## config.mk

```make
export PLATFORM = sky130hd
export DESIGN_NAME = e2e_protection_info_engine
export DESIGN_NICKNAME = d
export VERILOG_FILES = /design/src/hdl/pi_engine_pkg.sv /design/src/hdl/e2e_protection_info_engine.sv
export SDC_FILE = /design/constraint.sdc
export NUM_CORES = 1
export LEC_CHECK = 0
export ABC_CLOCK_PERIOD_IN_PS = 5100
export BUFFER_PORTS_ARGS = -buffer_cell sky130_fd_sc_hd__buf_2
export CELL_PAD_IN_SITES_DETAIL_PLACEMENT = 0
export CELL_PAD_IN_SITES_GLOBAL_PLACEMENT = 1
export CORE_MARGIN = 10
export CORE_UTILIZATION = 42
export CTS_BUF_LIST = sky130_fd_sc_hd__clkbuf_8
export DETAILED_ROUTE_END_ITERATION = 12
export PLACE_DENSITY_LB_ADDON = 0.25
export SYNTH_ARGS = -nofsm -noshare
export SYNTH_HDL_FRONTEND = slang
export SYNTH_SLANG_ARGS = --single-unit
```

## constraint.sdc

```tcl
create_clock -name mclk -period 5.1 [get_ports mclk]
set_input_delay 1.02 -clock mclk [delete_from_list [all_inputs] [get_ports mclk]]
set_output_delay 1.02 -clock mclk [all_outputs]
set_load 0.1 [all_outputs]
```

## src/hdl/pi_engine_pkg.sv

```systemverilog
package pi_engine_pkg;

  // ==========================================================
  // formats and widths
  // ==========================================================
  localparam int unsigned PI_BYTES  = 8;
  localparam logic [7:0]  PI_LEN    = 8'h08;
  localparam logic [15:0] APP_ESC   = 16'hFFFF;
  localparam logic [31:0] REF_ESC   = 32'hFFFFFFFF;
  localparam logic [15:0] CRC_POLY  = 16'h8BB7;
  localparam logic [15:0] CRC_INIT  = 16'h0000;
  localparam logic [1:0]  BUF_DEPTH = 2'h2;
  // byte index of the application tag high byte inside the field
  localparam logic [2:0]  APP_HI_IDX = 3'h2;

  typedef enum logic [1:0] {
    OP_READ    = 2'h0,
    OP_WRITE   = 2'h1,
    OP_COMPARE = 2'h2
  } op_t;

  typedef enum logic [1:0] {
    PI_NONE  = 2'h0,
    PI_TYPE1 = 2'h1,
    PI_TYPE2 = 2'h2,
    PI_TYPE3 = 2'h3
  } pi_type_t;

  typedef enum logic [1:0] {
    ST_OK    = 2'h0,
    ST_GUARD = 2'h1,
    ST_APP   = 2'h2,
    ST_REF   = 2'h3
  } status_t;

  typedef struct packed {
    op_t         op;
    logic        pi_action_bit;
    logic [2:0]  pi_check_select;
    logic [15:0] expected_app_tag;
    logic [15:0] app_tag_mask;
    logic [31:0] initial_ref_tag;
    logic [15:0] nblocks;
  } cmd_t;

  typedef struct packed {
    pi_type_t    pi_type;
    logic        pi_first;
    logic [15:0] data_bytes;
    logic [7:0]  meta_bytes;
  } ns_fmt_t;

  typedef struct packed {
    logic [15:0] guard;
    logic [15:0] app;
    logic [31:0] ref_tag;
  } pi_field_t;

  // msb-first, zero seed, no final inversion
  function automatic logic [15:0] crc16_byte(input logic [15:0] crc, input logic [7:0] b);
    logic [15:0] c;
    c = crc ^ {b, 8'h00};
    for (int i = 0; i < 8; i++) begin
      c = c[15] ? ({c[14:0], 1'b0} ^ CRC_POLY) : {c[14:0], 1'b0};
    end
    return c;
  endfunction : crc16_byte

endpackage : pi_engine_pkg

```

## src/hdl/e2e_protection_info_engine.sv

```systemverilog
`timescale 1ns/10ps
module e2e_protection_info_engine
  import pi_engine_pkg::*;
(
  input  wire logic                     mclk,
  input  wire logic                     sys_rst,
  input  wire logic                     cmd_start,
  input  wire pi_engine_pkg::cmd_t      cmd,
  input  wire pi_engine_pkg::ns_fmt_t   ns_fmt,
  input  wire logic                     in_valid,
  output logic                          in_ready,
  input  wire logic [7:0]               in_byte,
  output logic                          out_valid,
  input  wire logic                     out_ready,
  output logic [7:0]                    out_byte,
  output logic                          busy,
  output logic                          cmd_done,
  output pi_engine_pkg::status_t        done_status
);
  import pi_engine_pkg::*;

  // ==========================================================
  // state
  // ==========================================================
  typedef enum logic [2:0] {
    S_IDLE  = 3'b001,
    S_RUN   = 3'b010,
    S_DRAIN = 3'b100
  } fsm_t;

  typedef struct packed {
    fsm_t        fsm;
    cmd_t        cmd;
    ns_fmt_t     fmt;
    logic [16:0] pos;
    logic [15:0] blk;
    logic [15:0] crc;
    logic [31:0] ref_tag;
    logic [63:0] pi_buf;
    status_t     status;
    logic        done;
    logic [1:0]  cnt;
    logic [7:0]  buf0;
    logic [7:0]  buf1;
  } state_t;

  state_t st_ff;
  state_t nxt_st;

  logic        pi_on;
  logic        insert;
  logic        strip;
  logic        in_meta;
  logic [7:0]  mi;
  logic [7:0]  pi_start;
  logic [7:0]  pi_off;
  logic        pi_pos;
  logic [2:0]  pi_idx;
  logic        gen_only;
  logic        emit;
  logic        room;
  logic        step;
  logic        push;
  logic        pop;
  logic        blk_end;
  logic        last_blk;
  logic        do_chk;
  logic        esc;
  logic        guard_bad;
  logic        app_bad;
  logic        ref_bad;
  logic [16:0] total;
  logic [16:0] mi_wide;
  logic [7:0]  push_byte;
  pi_field_t   pi_full;
  pi_field_t   pi_gen;

  // ==========================================================
  // datapath decode
  // ==========================================================
  always_comb begin
    pi_on    = st_ff.fmt.pi_type != PI_NONE;
    insert   = pi_on && st_ff.cmd.op == OP_WRITE && st_ff.cmd.pi_action_bit;
    strip    = pi_on && st_ff.cmd.op != OP_WRITE && st_ff.cmd.pi_action_bit
               && st_ff.fmt.meta_bytes == PI_LEN;
    total    = {1'b0, st_ff.fmt.data_bytes} + {9'h000, st_ff.fmt.meta_bytes};
    in_meta  = st_ff.pos >= {1'b0, st_ff.fmt.data_bytes};
    mi_wide  = st_ff.pos - {1'b0, st_ff.fmt.data_bytes};
    mi       = mi_wide[7:0];
    pi_start = st_ff.fmt.pi_first ? 8'h00 : st_ff.fmt.meta_bytes - PI_LEN;
    pi_off   = mi - pi_start;
    pi_pos   = pi_on && in_meta && mi >= pi_start && pi_off < PI_LEN;
    pi_idx   = pi_off[2:0];
    // insert with bare pi metadata: host sends no field bytes at all
    gen_only = insert && st_ff.fmt.meta_bytes == PI_LEN && pi_pos;
    emit     = st_ff.cmd.op != OP_COMPARE && !(strip && pi_pos);
    room     = st_ff.cnt < BUF_DEPTH;
    step     = st_ff.fsm == S_RUN && (gen_only || in_valid) && (!emit || room);
    push     = step && emit;
    pop      = out_valid && out_ready;
    blk_end  = step && st_ff.pos == total - 17'h00001;
    last_blk = st_ff.blk == st_ff.cmd.nblocks - 16'h0001;
    pi_gen   = '{guard: st_ff.crc, app: st_ff.cmd.expected_app_tag,
                 ref_tag: st_ff.ref_tag};
    push_byte = (insert && pi_pos) ? pi_gen[63 - 8 * pi_idx -: 8] : in_byte;
    pi_full  = pi_pos ? {st_ff.pi_buf[55:0], in_byte} : st_ff.pi_buf;
    do_chk   = pi_on && !insert;
    esc      = (st_ff.fmt.pi_type == PI_TYPE3)
               ? (pi_full.app == APP_ESC && pi_full.ref_tag == REF_ESC)
               : (pi_full.app == APP_ESC);
    guard_bad = st_ff.cmd.pi_check_select[2] && pi_full.guard != st_ff.crc;
    app_bad   = st_ff.cmd.pi_check_select[1]
                && ((pi_full.app ^ st_ff.cmd.expected_app_tag)
                    & st_ff.cmd.app_tag_mask) != 16'h0000;
    ref_bad   = st_ff.cmd.pi_check_select[0] && pi_full.ref_tag != st_ff.ref_tag;
  end

  // ==========================================================
  // next state
  // ==========================================================
  always_comb begin
    nxt_st      = st_ff;
    nxt_st.done = 1'b0;
    // two-entry output buffer; head always in buf0
    unique case ({push, pop})
      2'b10: begin
        if (st_ff.cnt == 2'h0) begin
          nxt_st.buf0 = push_byte;
        end else begin
          nxt_st.buf1 = push_byte;
        end
        nxt_st.cnt = st_ff.cnt + 2'h1;
      end
      2'b01: begin
        nxt_st.buf0 = st_ff.buf1;
        nxt_st.cnt  = st_ff.cnt - 2'h1;
      end
      2'b11: begin
        nxt_st.buf0 = (st_ff.cnt == 2'h1) ? push_byte : st_ff.buf1;
        nxt_st.buf1 = push_byte;
      end
      2'b00: begin
      end
    endcase
    unique case (st_ff.fsm)
      S_IDLE: begin
        if (cmd_start) begin
          // fused halves arrive as two ordinary commands
          nxt_st.fsm     = S_RUN;
          nxt_st.cmd     = cmd;
          nxt_st.fmt     = ns_fmt;
          nxt_st.pos     = '0;
          nxt_st.blk     = '0;
          nxt_st.crc     = CRC_INIT;
          nxt_st.ref_tag = cmd.initial_ref_tag;
          nxt_st.status  = ST_OK;
        end
      end
      S_RUN: begin
        if (step) begin
          // crc covers data, plus metadata ahead of a trailing field
          if (!in_meta || (!st_ff.fmt.pi_first && mi < pi_start)) begin
            nxt_st.crc = crc16_byte(st_ff.crc, in_byte);
          end
          if (pi_pos && !insert) begin
            nxt_st.pi_buf = {st_ff.pi_buf[55:0], in_byte};
          end
          nxt_st.pos = st_ff.pos + 17'h00001;
          if (blk_end) begin
            if (do_chk && !esc && st_ff.status == ST_OK) begin
              if (guard_bad) begin
                nxt_st.status = ST_GUARD;
              end else if (app_bad) begin
                nxt_st.status = ST_APP;
              end else if (ref_bad) begin
                nxt_st.status = ST_REF;
              end
            end
            nxt_st.pos     = '0;
            nxt_st.crc     = CRC_INIT;
            nxt_st.ref_tag = st_ff.ref_tag + 32'h00000001;
            nxt_st.blk     = st_ff.blk + 16'h0001;
            if (last_blk) begin
              nxt_st.fsm = S_DRAIN;
            end
          end
        end
      end
      S_DRAIN: begin
        // completion waits until every delivered byte has left
        if (st_ff.cnt == 2'h0) begin
          nxt_st.fsm  = S_IDLE;
          nxt_st.done = 1'b1;
        end
      end
    endcase
  end

  always_ff @(posedge mclk) begin
    if (sys_rst) begin
      st_ff <= '{fsm: S_IDLE, status: ST_OK, crc: CRC_INIT, default: '0};
    end else begin
      st_ff <= nxt_st;
    end
  end

  assign in_ready    = st_ff.fsm == S_RUN && !gen_only && (!emit || room);
  assign out_valid   = st_ff.cnt != 2'h0;
  assign out_byte    = st_ff.buf0;
  assign busy        = st_ff.fsm != S_IDLE;
  assign cmd_done    = st_ff.done;
  assign done_status = st_ff.status;
endmodule : e2e_protection_info_engine

```

==> results of run 1 <==
cell usage in the layout, fill, tap and decap left out, drive strengths merged, types with 13 or more instances in the layout:
cell    instances
nand2         277
dfxtp         250
buf           218
nor2          180
a21oi         178
xor2          117
inv           110
mux2i         105
xnor2          91
o21ai          69
clkbuf         64
ha             57
nand4          41
a211oi         30
nor3           29
nor4           27
nand3          24
and3           21
nand2b         20
a21o           16
mux4           16
nor2b          15
o22ai          13
nand3b         13
mux2           13
a221oi         13
where the power goes:
part | internal, mW | total [mW] | leakage [nW] | switching [mW]
logic | 0.660 | 1.62 | 5.05 | 0.955
registers | 2.03 | 2.14 | 2.03 | 0.113
clock network | 1.20 | 2.13 | 0.574 | 0.931
per-layer routing:
layer,GRT usage,routed length (um),part of all wire
met3,0.0416,3110,0.059
met4,0.0719,1450,0.027
met2,0.353,24200,0.46
met1,0.287,24000,0.45
met5,0,0,0
registers in the layout (all words and copies together), names as in the netlist:
name,count
cmd_done,1
done_status,2
out_byte,8
pi_gen,64
st_ff,175
path summary, 6_finish.rpt:
kind         startpoint          to  slack (ps)  cells past startpoint
max reg2reg  st_ff[149]  pi_gen[55]        -290                     37
min          st_ff[178]  st_ff[178]         460                      2
min reg2reg  st_ff[178]  st_ff[178]         460                      2
max          st_ff[149]  pi_gen[55]        -290                     37
area by class of cell:
| type | instances | area (sq um) | share of cell area |
|---|---|---|---|
| multi-input combinational | 1507 | 10300 | 0.546 |
| sequential | 250 | 5010 | 0.266 |
| timing repair buffer | 220 | 1490 | 0.0792 |
| clock buffer | 62 | 853 | 0.0453 |
| tap | 511 | 639 | 0.0339 |
| inverter | 100 | 375 | 0.0199 |
| clock inverter | 26 | 178 | 0.00943 |
| antenna | 1 | 2.50 | 0.000133 |
cell families after synthesis:
logic type	after synthesis
buffers and inverters	222
flip-flops	250
adder cells (fa/ha/maj)	61
AND/OR/NAND/NOR	689
AO/OA/AOI/OAI	415
multiplexers	134
XOR/XNOR	208
what timing repair did:
item / CTS / global route
cloned: 2 / 3
pin swaps: 13 / 23
gates resized for setup: 25 / 71
buffers inserted: 26 / 13
endpoints found under the setup margin: 22 / 153
through the flow:
stage	hold WS [ps]	TNS, ps	instance area, sq um	setup WS (ps)	total power [mW]
floorplan	433	-686	15900	-302	3.25
finish	459	-3570	18800	-285	5.88
global placement	442	0	17100	49.7	3.61
detailed placement	450	-866	17100	-110	3.62
CTS	460	-298	18400	-260	5.86
global route	488	-25410	18800	-528	6.19
worst register-to-register path, delay by kind of cell, from the launching register on:
| family | cells | cell delay [ps] |
|---|---|---|
| AO/OA/AOI/OAI | 7 | 980 |
| XOR/XNOR | 1 | 90 |
| flip-flops | 1 | 320 |
| adder cells (fa/ha/maj) | 3 | 840 |
| buffers and inverters | 22 | 2670 |
| AND/OR/NAND/NOR | 4 | 330 |
==> impl_metrics.prom, run 1 <==
# TYPE chip_impl_metric gauge
chip_impl_metric{name="core",unit="sq um"} 37500
chip_impl_metric{name="grt_max_degree",unit=""} 122
chip_impl_metric{name="h-tree-depth",unit=""} 2
chip_impl_metric{name="wl_per_cell",unit="um"} 19.7
chip_impl_metric{name="finalCoreUtilization",unit=""} 0.503
chip_impl_metric{name="finalWeightedCongestion",unit=""} 0.935
chip_impl_metric{name="final-max-slew-violation-count",unit=""} 0
chip_impl_info{name="yosys.cell_count.top_type",value="nand2_1"} 1
chip_impl_metric{name="grt_first_pass_wirelength",unit="um"} 81600
chip_impl_info{name="worst_path_max_delay_cell",value="ha_1"} 1
chip_impl_metric{name="vias_in_the_first_global_route",unit=""} 14500
chip_impl_metric{name="synth_warnings",unit=""} 0
chip_impl_info{name="critical_path_startpoint_category",value="flip-flop"} 1
chip_impl_metric{name="drcViolationCount",unit=""} 0
chip_impl_metric{name="critical_path_arrival",unit="ps"} 5850
chip_impl_metric{name="clk_latency",unit="ps"} 620
chip_impl_metric{name="worst-endpoint-required",unit="ps"} 5560
chip_impl_info{name="hold_path.class",value="reg2reg"} 1
chip_impl_metric{name="synthesis.instances",unit=""} 1979
chip_impl_metric{name="number_of_synthesized_register_bits",unit=""} 250
chip_impl_metric{name="sum_of_net_half_perimeters_after_detailed_placement",unit="um"} 38100
chip_impl_metric{name="max_cap_viol_count",unit=""} 0
chip_impl_info{name="critical_path.most_common_cell",value="buf_4"} 1
chip_impl_info{name="synth_ff_type",value="dfxtp_1"} 1
chip_impl_metric{name="avgSynthCellArea",unit="sq um"} 8.01
chip_impl_metric{name="post_route_cells_drive_above_1_share",unit=""} 0.189
chip_impl_info{name="critPathCaptureType",value="flip-flop"} 1
chip_impl_metric{name="synth_edf_count",unit=""} 0
chip_impl_info{name="outcome",value="finished with violations"} 1
chip_impl_metric{name="die_span_in_x",unit="um"} 214
chip_impl_info{name="setup_repair_after_global_routing_missed_its_margin",value="true"} 1
chip_impl_metric{name="cts_buffers",unit=""} 47
chip_impl_metric{name="synth-simple-area-share",unit=""} 0.200
chip_impl_metric{name="timing.final.hold_violations",unit=""} 0
chip_impl_metric{name="instances_no_fill",unit=""} 2677
chip_impl_metric{name="timing.max_slew.rel_slack",unit=""} 0.331
chip_impl_metric{name="vdd_drop_max",unit="mV"} 0.244
chip_impl_metric{name="floorplan.initialDensity",unit=""} 0.423
chip_impl_info{name="critical_path.top_delay_family",value="buffers and inverters"} 1
chip_impl_metric{name="finalSetupViolations",unit=""} 17
chip_impl_metric{name="core.rowCount",unit=""} 71
chip_impl_metric{name="max-clock-path-buffers",unit=""} 3
chip_impl_metric{name="globalRoute.totalOverflow",unit=""} 0
chip_impl_metric{name="post_synth_xor_area_fraction",unit=""} 0.115
chip_impl_info{name="violated_checks",value="setup timing"} 1
chip_impl_info{name="synth.top_cells.by_count",value="nand2_1 (277), dfxtp_1 (250), nor2_1 (180)"} 1
chip_impl_info{name="clock_tree.root_cell",value="clkbuf_8"} 1
chip_impl_metric{name="yosys.area_share.adder",unit=""} 0.0494
chip_impl_metric{name="worstPathMaxFanout",unit=""} 6
chip_impl_metric{name="clkSlewWorstSetupHoldPaths",unit="ps"} 70
chip_impl_metric{name="grt_antenna_before_repair",unit=""} 0
chip_impl_metric{name="power_density",unit="nW/um^2"} 312
chip_impl_metric{name="yosysTopAreaCellShare",unit=""} 0.316
chip_impl_metric{name="synth.yosys.seq_area_share",unit=""} 0.316
chip_impl_info{name="synth.largest_area_cell",value="dfxtp_1"} 1
chip_impl_metric{name="synth_compound_area_frac",unit=""} 0.165
chip_impl_info{name="timing.setup.critical_path_class",value="reg2reg"} 1
chip_impl_metric{name="cts_sinks",unit=""} 250
chip_impl_metric{name="fin_worst_skew",unit="ps"} 21.6
chip_impl_metric{name="portbufs",unit=""} 139
chip_impl_metric{name="cell_area_after_synthesis",unit="sq um"} 15900
chip_impl_metric{name="viasPerCell",unit=""} 5.56
chip_impl_metric{name="drt_wl_total",unit="um"} 52700
chip_impl_metric{name="worst_path_buffer_plus_inverter_count",unit=""} 22
chip_impl_metric{name="finalWorstPathRequiredPeriod",unit="ps"} 5390
chip_impl_metric{name="muxShareOfSynthArea",unit=""} 0.0982
chip_impl_metric{name="floorplan.die_area",unit="sq um"} 45900
chip_impl_metric{name="chipHeight",unit="um"} 214
chip_impl_metric{name="distinct_cell_type_count_of_the_synthesized_netlist",unit=""} 81
chip_impl_metric{name="synth_nets",unit=""} 2165
chip_impl_metric{name="placedCellCount",unit=""} 2544
chip_impl_metric{name="ant_nets",unit=""} 0
chip_impl_metric{name="asyncSetResetFlopFracSynth",unit=""} 0
chip_impl_metric{name="io_pins",unit=""} 140
chip_impl_metric{name="worst_slack",unit="ps"} -285
chip_impl_metric{name="power_leakage",unit="nW"} 7.65
chip_impl_metric{name="via_count",unit=""} 14900
chip_impl_metric{name="timing_worst_slew_pin_value",unit="ps"} 1000
chip_impl_metric{name="achievable-frequency",unit="MHz"} 186
chip_impl_metric{name="crit_path_max_incr_delay",unit="ps"} 380
chip_impl_metric{name="grt.total_usage",unit=""} 0.218
chip_impl_metric{name="drt_pass1_iterations",unit=""} 6
chip_impl_metric{name="drt_first_iter_violations",unit=""} 1125
chip_impl_metric{name="syn_to_final_growth",unit="%"} 18.8
chip_impl_info{name="main_combinational_cell_family_by_area_after_synthesis",value="simple AND/OR/NAND/NOR gates"} 1
chip_impl_info{name="tritoncts",value="built"} 1
chip_impl_metric{name="final_nets",unit=""} 2312
chip_impl_metric{name="fill_cells",unit=""} 3743
chip_impl_metric{name="final_cycle_utilization_of_the_critical_path",unit=""} 1.06
chip_impl_metric{name="hold_buffers",unit=""} 0
chip_impl_info{name="ys_top_cells_by_area",value="dfxtp_1 (32%), mux2i_1 (6.6%), nand2_1 (6.6%), xor2_1 (6.5%), a21oi_1 (5.6%)"} 1
No activity file was read; power rests on OpenSTA's default activity.
==> inputs of run 2 (changes only) <==
- PLACE_DENSITY_LB_ADDON: 0.25 -> 0.15
==> impl_metrics.prom, run 2 (synthesized netlist as in run 1, its figures left out) <==
# TYPE chip_impl_metric gauge
chip_impl_metric{name="cts_sinks",unit=""} 250
chip_impl_metric{name="crit_path_max_incr_delay",unit="ps"} 340
chip_impl_info{name="hold_path.class",value="reg2reg"} 1
chip_impl_metric{name="r2r.worst_path.cells",unit=""} 32
chip_impl_info{name="timing.setup.critical_path_class",value="reg2out"} 1
chip_impl_metric{name="worstPathMaxFanout",unit=""} 3
chip_impl_metric{name="core",unit="sq um"} 37500
chip_impl_metric{name="achievable-frequency",unit="MHz"} 191
chip_impl_metric{name="floorplan.die_area",unit="sq um"} 45900
chip_impl_metric{name="finalSetupViolations",unit=""} 1
chip_impl_metric{name="drt_wl_total",unit="um"} 53300
chip_impl_metric{name="largest_reg_flops",unit=""} 175
chip_impl_metric{name="timing.final.hold_violations",unit=""} 0
chip_impl_metric{name="max_cap_viol_count",unit=""} 0
chip_impl_metric{name="finalWorstPathRequiredPeriod",unit="ps"} 5250
chip_impl_metric{name="sum_of_net_half_perimeters_after_detailed_placement",unit="um"} 38800
chip_impl_metric{name="hold_buffers",unit=""} 0
chip_impl_metric{name="h-tree-depth",unit=""} 2
chip_impl_metric{name="ant_nets",unit=""} 0
chip_impl_info{name="layout_commonest_cell",value="nand2_1"} 1
chip_impl_metric{name="regToRegSetupSlack",unit="ps"} 180
chip_impl_metric{name="wl_per_cell",unit="um"} 20.0
chip_impl_info{name="regToRegStartpoint",value="st_ff[149]"} 1
chip_impl_metric{name="grtUsageMet3",unit=""} 0.0372
chip_impl_info{name="crit_chain",value="inv_2, ha_4, inv_4, fa_2, a21o_1, a21oi_2, o21bai_1, a21oi_1, xnor2_1, ha_1, buf_6, nand4_1, a21oi_2, o2111ai_2, nor4bb_2, o2111a_1, nor2_2, nor3_4, buf_12"} 1
chip_impl_info{name="worst_path_max_delay_cell",value="nor4bb_2"} 1
chip_impl_metric{name="grt.total_usage",unit=""} 0.223
chip_impl_info{name="clock_tree.root_cell",value="clkbuf_8"} 1
chip_impl_metric{name="clkSlewWorstSetupHoldPaths",unit="ps"} 70
chip_impl_metric{name="via_count",unit=""} 14800
chip_impl_metric{name="insertedDiodeCount",unit=""} 0
chip_impl_metric{name="final_total_pwr",unit="mW"} 5.64
chip_impl_metric{name="floorplan.initialDensity",unit=""} 0.423
chip_impl_info{name="timing.critical_path.to",value="in_ready"} 1
chip_impl_metric{name="multi_input_area",unit="sq um"} 10200
chip_impl_metric{name="worst_slack",unit="ps"} -146
chip_impl_metric{name="grt.met1_usage",unit=""} 0.294
chip_impl_metric{name="final_cycle_utilization_of_the_critical_path",unit=""} 1.03
chip_impl_metric{name="dp_slack",unit="ps"} -70.1
chip_impl_metric{name="post_route_cells_drive_above_1_share",unit=""} 0.172
chip_impl_metric{name="timing.max_slew.rel_slack",unit=""} 0.337
chip_impl_metric{name="use_met2",unit=""} 0.354
chip_impl_metric{name="finalWeightedCongestion",unit=""} 0.894
chip_impl_info{name="critical_path_startpoint_category",value="flip-flop"} 1
chip_impl_metric{name="io_pins",unit=""} 140
chip_impl_metric{name="vias_in_the_first_global_route",unit=""} 14400
chip_impl_info{name="commonest_cells_after_routing_fill_and_taps_aside",value="nand2_1 (274), dfxtp_1 (248), nor2_1 (174)"} 1
chip_impl_metric{name="chipHeight",unit="um"} 214
chip_impl_metric{name="drcViolationCount",unit=""} 0
chip_impl_metric{name="critical_path_arrival",unit="ps"} 4230
chip_impl_info{name="tritoncts",value="built"} 1
chip_impl_info{name="grt-busiest-layer",value="met2"} 1
chip_impl_metric{name="syn_to_final_growth",unit="%"} 17.0
chip_impl_metric{name="finalCoreUtilization",unit=""} 0.495
chip_impl_metric{name="grt_first_pass_wirelength",unit="um"} 82700
chip_impl_metric{name="final_nets",unit=""} 2310
chip_impl_metric{name="timing_worst_slew_pin_value",unit="ps"} 994
chip_impl_metric{name="viasPerCell",unit=""} 5.54
chip_impl_metric{name="worst-endpoint-required",unit="ps"} 4080
chip_impl_info{name="setup_repair_after_global_routing_missed_its_margin",value="true"} 1
chip_impl_metric{name="grt_max_degree",unit=""} 113
chip_impl_metric{name="die_span_in_x",unit="um"} 214
chip_impl_info{name="largest_register",value="st_ff"} 1
chip_impl_metric{name="core.rowCount",unit=""} 71
chip_impl_metric{name="fill_cells",unit=""} 3831
chip_impl_metric{name="placed_area",unit="sq um"} 17200
chip_impl_metric{name="vdd_drop_max",unit="mV"} 0.153
chip_impl_metric{name="drt_pass1_iterations",unit=""} 6
chip_impl_metric{name="clk_latency",unit="ps"} 620
chip_impl_info{name="rr_endpoint",value="pi_gen[53]"} 1
chip_impl_info{name="critical_path.most_common_cell",value="a21oi_2"} 1
chip_impl_metric{name="power_leakage",unit="nW"} 7.59
chip_impl_metric{name="drt_first_iter_violations",unit=""} 990
chip_impl_metric{name="power_density",unit="nW/um^2"} 304
chip_impl_info{name="startpoint",value="st_ff[149]"} 1
chip_impl_metric{name="ff_latch_area",unit="sq um"} 5010
chip_impl_metric{name="design_area",unit="sq um"} 18600
chip_impl_info{name="violated_checks",value="setup timing"} 1
chip_impl_metric{name="cts_buffers",unit=""} 46
chip_impl_metric{name="fin_worst_skew",unit="ps"} 19.3
chip_impl_metric{name="final-max-slew-violation-count",unit=""} 0
chip_impl_metric{name="globalRoute.totalOverflow",unit=""} 0
chip_impl_metric{name="portbufs",unit=""} 139
chip_impl_info{name="critPathCaptureType",value="output port"} 1
chip_impl_info{name="outcome",value="finished with violations"} 1
chip_impl_metric{name="grt_antenna_before_repair",unit=""} 1
chip_impl_metric{name="max-clock-path-buffers",unit=""} 3
## run 2: report_power, final
| part | internal [mW] | total (mW) | switching [mW] |
|---|---|---|---|
| Sequential | 2.03 | 2.14 | 0.114 |
| Clock | 1.01 | 1.89 | 0.881 |
| Combinational | 0.655 | 1.60 | 0.950 |
## run 2: worst min path at each step
stage | slack (ps) | cells after the start | start | end
after floorplan | 430 | 2 | st_ff[276] | st_ff[276]
after CTS | 460 | 2 | st_ff[175] | st_ff[175]
after global routing | 470 | 2 | st_ff[276] | st_ff[276]
after global placement | 440 | 2 | st_ff[276] | st_ff[276]
after detailed placement | 450 | 2 | st_ff[175] | st_ff[175]
final | 450 | 2 | st_ff[175] | st_ff[175]
## run 2: per-layer routing
metal / vias up / part of all wire
met4: 0 / 0.036
met2: 457 / 0.45
li1: 7193 / -
met5: - / 0
met1: 6983 / 0.45
met3: 117 / 0.057
## run 2: critical path: cells and delay by family, from the launching register on
kind,cells,cell delay [ps]
xor+xnor,1,90
buf+inv,4,450
compound gates,7,1210
simple gates,4,740
fa+ha+maj,3,800
flops,1,320
## run 2: per-stage QoR
stage | std cells | setup TNS (ps) | hold WS (ps)
finish | 2663 | -146 | 455
global route | 2663 | -1430 | 472
CTS | 2656 | -222 | 455
detailed placement | 2553 | -510 | 447
global placement | 2553 | -3.99 | 443
floorplan | 1979 | -686 | 433
## run 2: what timing repair did
action	CTS	global route
hold endpoints to repair	0	0
setup buffers	27	8
endpoints found under the setup margin	16	125
pin swaps	14	20
gates resized for setup	22	42
gates cloned	0	3
## run 2: cell type report
class | instances | area share
repair buffers | 219 | 0.0775
clock inverters | 18 | 0.00404
inverters | 100 | 0.0204
multi-input cells | 1507 | 0.551
well taps | 511 | 0.0344
clock buffers | 58 | 0.0430
flip-flops and latches | 250 | 0.270
==> inputs of run 3 (changes only) <==
- CELL_PAD_IN_SITES_DETAIL_PLACEMENT: 0 -> 1
==> impl_metrics.prom, run 3 (synthesized netlist as in run 1, its figures left out) <==
# TYPE chip_impl_metric gauge
chip_impl_metric{name="worst-endpoint-required",unit="ps"} 4080
chip_impl_metric{name="globalRoute.totalOverflow",unit=""} 0
chip_impl_info{name="largest_register",value="st_ff"} 1
chip_impl_metric{name="max_cap_viol_count",unit=""} 0
chip_impl_metric{name="grt_max_degree",unit=""} 113
chip_impl_metric{name="placed_area",unit="sq um"} 17200
chip_impl_info{name="timing.setup.critical_path_class",value="reg2out"} 1
chip_impl_metric{name="chipHeight",unit="um"} 214
chip_impl_metric{name="drt_pass1_iterations",unit=""} 5
chip_impl_metric{name="achievable-frequency",unit="MHz"} 185
chip_impl_metric{name="drt_wl_total",unit="um"} 57100
chip_impl_metric{name="final_cycle_utilization_of_the_critical_path",unit=""} 1.06
chip_impl_metric{name="drcViolationCount",unit=""} 0
chip_impl_metric{name="final-max-slew-violation-count",unit=""} 0
chip_impl_metric{name="design_area",unit="sq um"} 18800
chip_impl_metric{name="finalCoreUtilization",unit=""} 0.501
chip_impl_metric{name="multi_input_area",unit="sq um"} 10200
chip_impl_metric{name="whs",unit="ps"} 459
chip_impl_metric{name="portbufs",unit=""} 139
chip_impl_metric{name="finalWeightedCongestion",unit=""} 0.894
chip_impl_metric{name="fin_worst_skew",unit="ps"} 20.2
chip_impl_metric{name="grt_first_pass_wirelength",unit="um"} 88500
chip_impl_info{name="clock_tree.root_cell",value="clkbuf_8"} 1
chip_impl_metric{name="finalSetupViolations",unit=""} 4
chip_impl_metric{name="io_pins",unit=""} 140
chip_impl_metric{name="critical_path_arrival",unit="ps"} 4380
chip_impl_metric{name="grt.total_usage",unit=""} 0.237
chip_impl_metric{name="crit_path_max_incr_delay",unit="ps"} 360
chip_impl_info{name="violated_checks",value="setup timing"} 1
chip_impl_metric{name="instances_no_fill",unit=""} 2680
chip_impl_metric{name="max-clock-path-buffers",unit=""} 3
chip_impl_metric{name="drt_first_iter_violations",unit=""} 919
chip_impl_metric{name="cts_sinks",unit=""} 250
chip_impl_metric{name="grt_antenna_before_repair",unit=""} 2
chip_impl_metric{name="fill_cells",unit=""} 4622
chip_impl_metric{name="ff_latch_area",unit="sq um"} 5010
chip_impl_metric{name="timing.final.hold_violations",unit=""} 0
chip_impl_metric{name="clkSlewWorstSetupHoldPaths",unit="ps"} 70
chip_impl_metric{name="power_leakage",unit="nW"} 7.69
chip_impl_metric{name="timing.max_slew.rel_slack",unit=""} 0.331
chip_impl_metric{name="clk_latency",unit="ps"} 620
chip_impl_metric{name="vdd_drop_max",unit="mV"} 0.187
chip_impl_metric{name="cts_buffers",unit=""} 46
chip_impl_metric{name="core",unit="sq um"} 37500
chip_impl_metric{name="worst_slack",unit="ps"} -295
chip_impl_metric{name="wl_per_cell",unit="um"} 21.3
chip_impl_metric{name="floorplan.initialDensity",unit=""} 0.423
chip_impl_metric{name="placedCellCount",unit=""} 2553
chip_impl_info{name="worst_path_max_delay_cell",value="fa_2"} 1
chip_impl_metric{name="h-tree-depth",unit=""} 2
chip_impl_metric{name="final_nets",unit=""} 2317
chip_impl_info{name="critPathCaptureType",value="output port"} 1
chip_impl_metric{name="die_span_in_x",unit="um"} 214
chip_impl_metric{name="floorplan.die_area",unit="sq um"} 45900
chip_impl_info{name="tritoncts",value="built"} 1
chip_impl_metric{name="worstPathMaxFanout",unit=""} 3
chip_impl_metric{name="core.rowCount",unit=""} 71
chip_impl_metric{name="syn_to_final_growth",unit="%"} 18.4
chip_impl_info{name="outcome",value="finished with violations"} 1
chip_impl_metric{name="post_route_cells_drive_above_1_share",unit=""} 0.179
chip_impl_metric{name="timing_worst_slew_pin_value",unit="ps"} 996
chip_impl_metric{name="viasPerCell",unit=""} 5.68
chip_impl_info{name="setup_repair_after_global_routing_missed_its_margin",value="true"} 1
chip_impl_info{name="critical_path_startpoint_category",value="flip-flop"} 1
chip_impl_metric{name="largest_reg_flops",unit=""} 175
chip_impl_info{name="layout_commonest_cell",value="nand2_1"} 1
chip_impl_metric{name="power_density",unit="nW/um^2"} 315
chip_impl_metric{name="finalWorstPathRequiredPeriod",unit="ps"} 5400
chip_impl_metric{name="via_count",unit=""} 15200
chip_impl_metric{name="ant_nets",unit=""} 0
chip_impl_info{name="commonest_cells_after_routing_fill_and_taps_aside",value="nand2_1 (274), dfxtp_1 (248), nor2_1 (176)"} 1
chip_impl_info{name="crit_chain",value="inv_2, ha_4, inv_4, fa_2, a21o_1, a21oi_2, o21bai_1, a21oi_1, xnor2_1, ha_1, buf_6, nand4_1, buf_4, a21oi_2, o2111ai_2, nor4bb_4, o2111a_1, nor2_2, nor3_4, buf_12"} 1
chip_impl_metric{name="sum_of_net_half_perimeters_after_detailed_placement",unit="um"} 41800
chip_impl_info{name="critical_path.top_delay_family",value="compound AO/OA/AOI/OAI gates"} 1
chip_impl_info{name="critical_path.most_common_cell",value="a21oi_2"} 1
chip_impl_info{name="hold_path.class",value="reg2reg"} 1
chip_impl_metric{name="worst_path_buffer_plus_inverter_count",unit=""} 5
chip_impl_metric{name="vias_in_the_first_global_route",unit=""} 15600
chip_impl_metric{name="final_total_pwr",unit="mW"} 5.91
==> run 3: what timing repair did <==
item                                    4_1_cts  5_1_grt
pin swaps                                    12       12
buffers inserted                             24       17
hold buffers                                  0        0
gates cloned                                  0        4
resized for setup                            24       41
endpoints found under the setup margin       24      152
==> run 3: tightest hold or removal path: stages, from the launching register on <==
cell	delay (ps)
dfxtp_1	310
nand2_1	50
a21oi_1	50
==> run 3: worst paths after layout <==
| kind | from | slack [ps] | cells after the start | to |
|---|---|---|---|---|
| worst max-delay path | st_ff[149] | -300 | 20 | in_ready |
| worst min-delay path | st_ff[166] | 460 | 2 | st_ff[166] |
| worst max register to register | st_ff[149] | -80 | 24 | pi_gen[27] |
| worst min register to register | st_ff[166] | 460 | 2 | st_ff[166] |
==> run 3: power breakdown <==
part           internal [mW]  total, mW  switching [mW]
sequential              2.03       2.15           0.119
clock                   1.19       2.10           0.915
combinational          0.678       1.66           0.987
total                   3.89       5.91            2.02
==> run 3: layer usage <==
layer,vias to the layer above,global-route usage,routed length [um]
li1,7214,-,-
met1,7508,0.301,25200
met2,408,0.394,27200
met3,105,0.0377,2830
met4,0,0.0981,1890
met5,-,0,0
==> run 3: final cells by class <==
| class | instances | share of cell area |
|---|---|---|
| clock inverters | 23 | 0.00840 |
| repair buffers | 226 | 0.0799 |
| well taps | 511 | 0.0341 |
| multi-input cells | 1507 | 0.545 |
| diodes | 1 | 0.000133 |
| flip-flops and latches | 250 | 0.267 |
| inverters | 100 | 0.0201 |
| clock buffers | 62 | 0.0455 |
==> run 3: through the flow <==
stage,TNS (ps),setup WS [ps]
floorplan,-686,-302
global placement,-3.99,-3.99
detailed placement,-1670,-220
CTS,-222,-200
finish,-414,-295
global route,-13830,-449
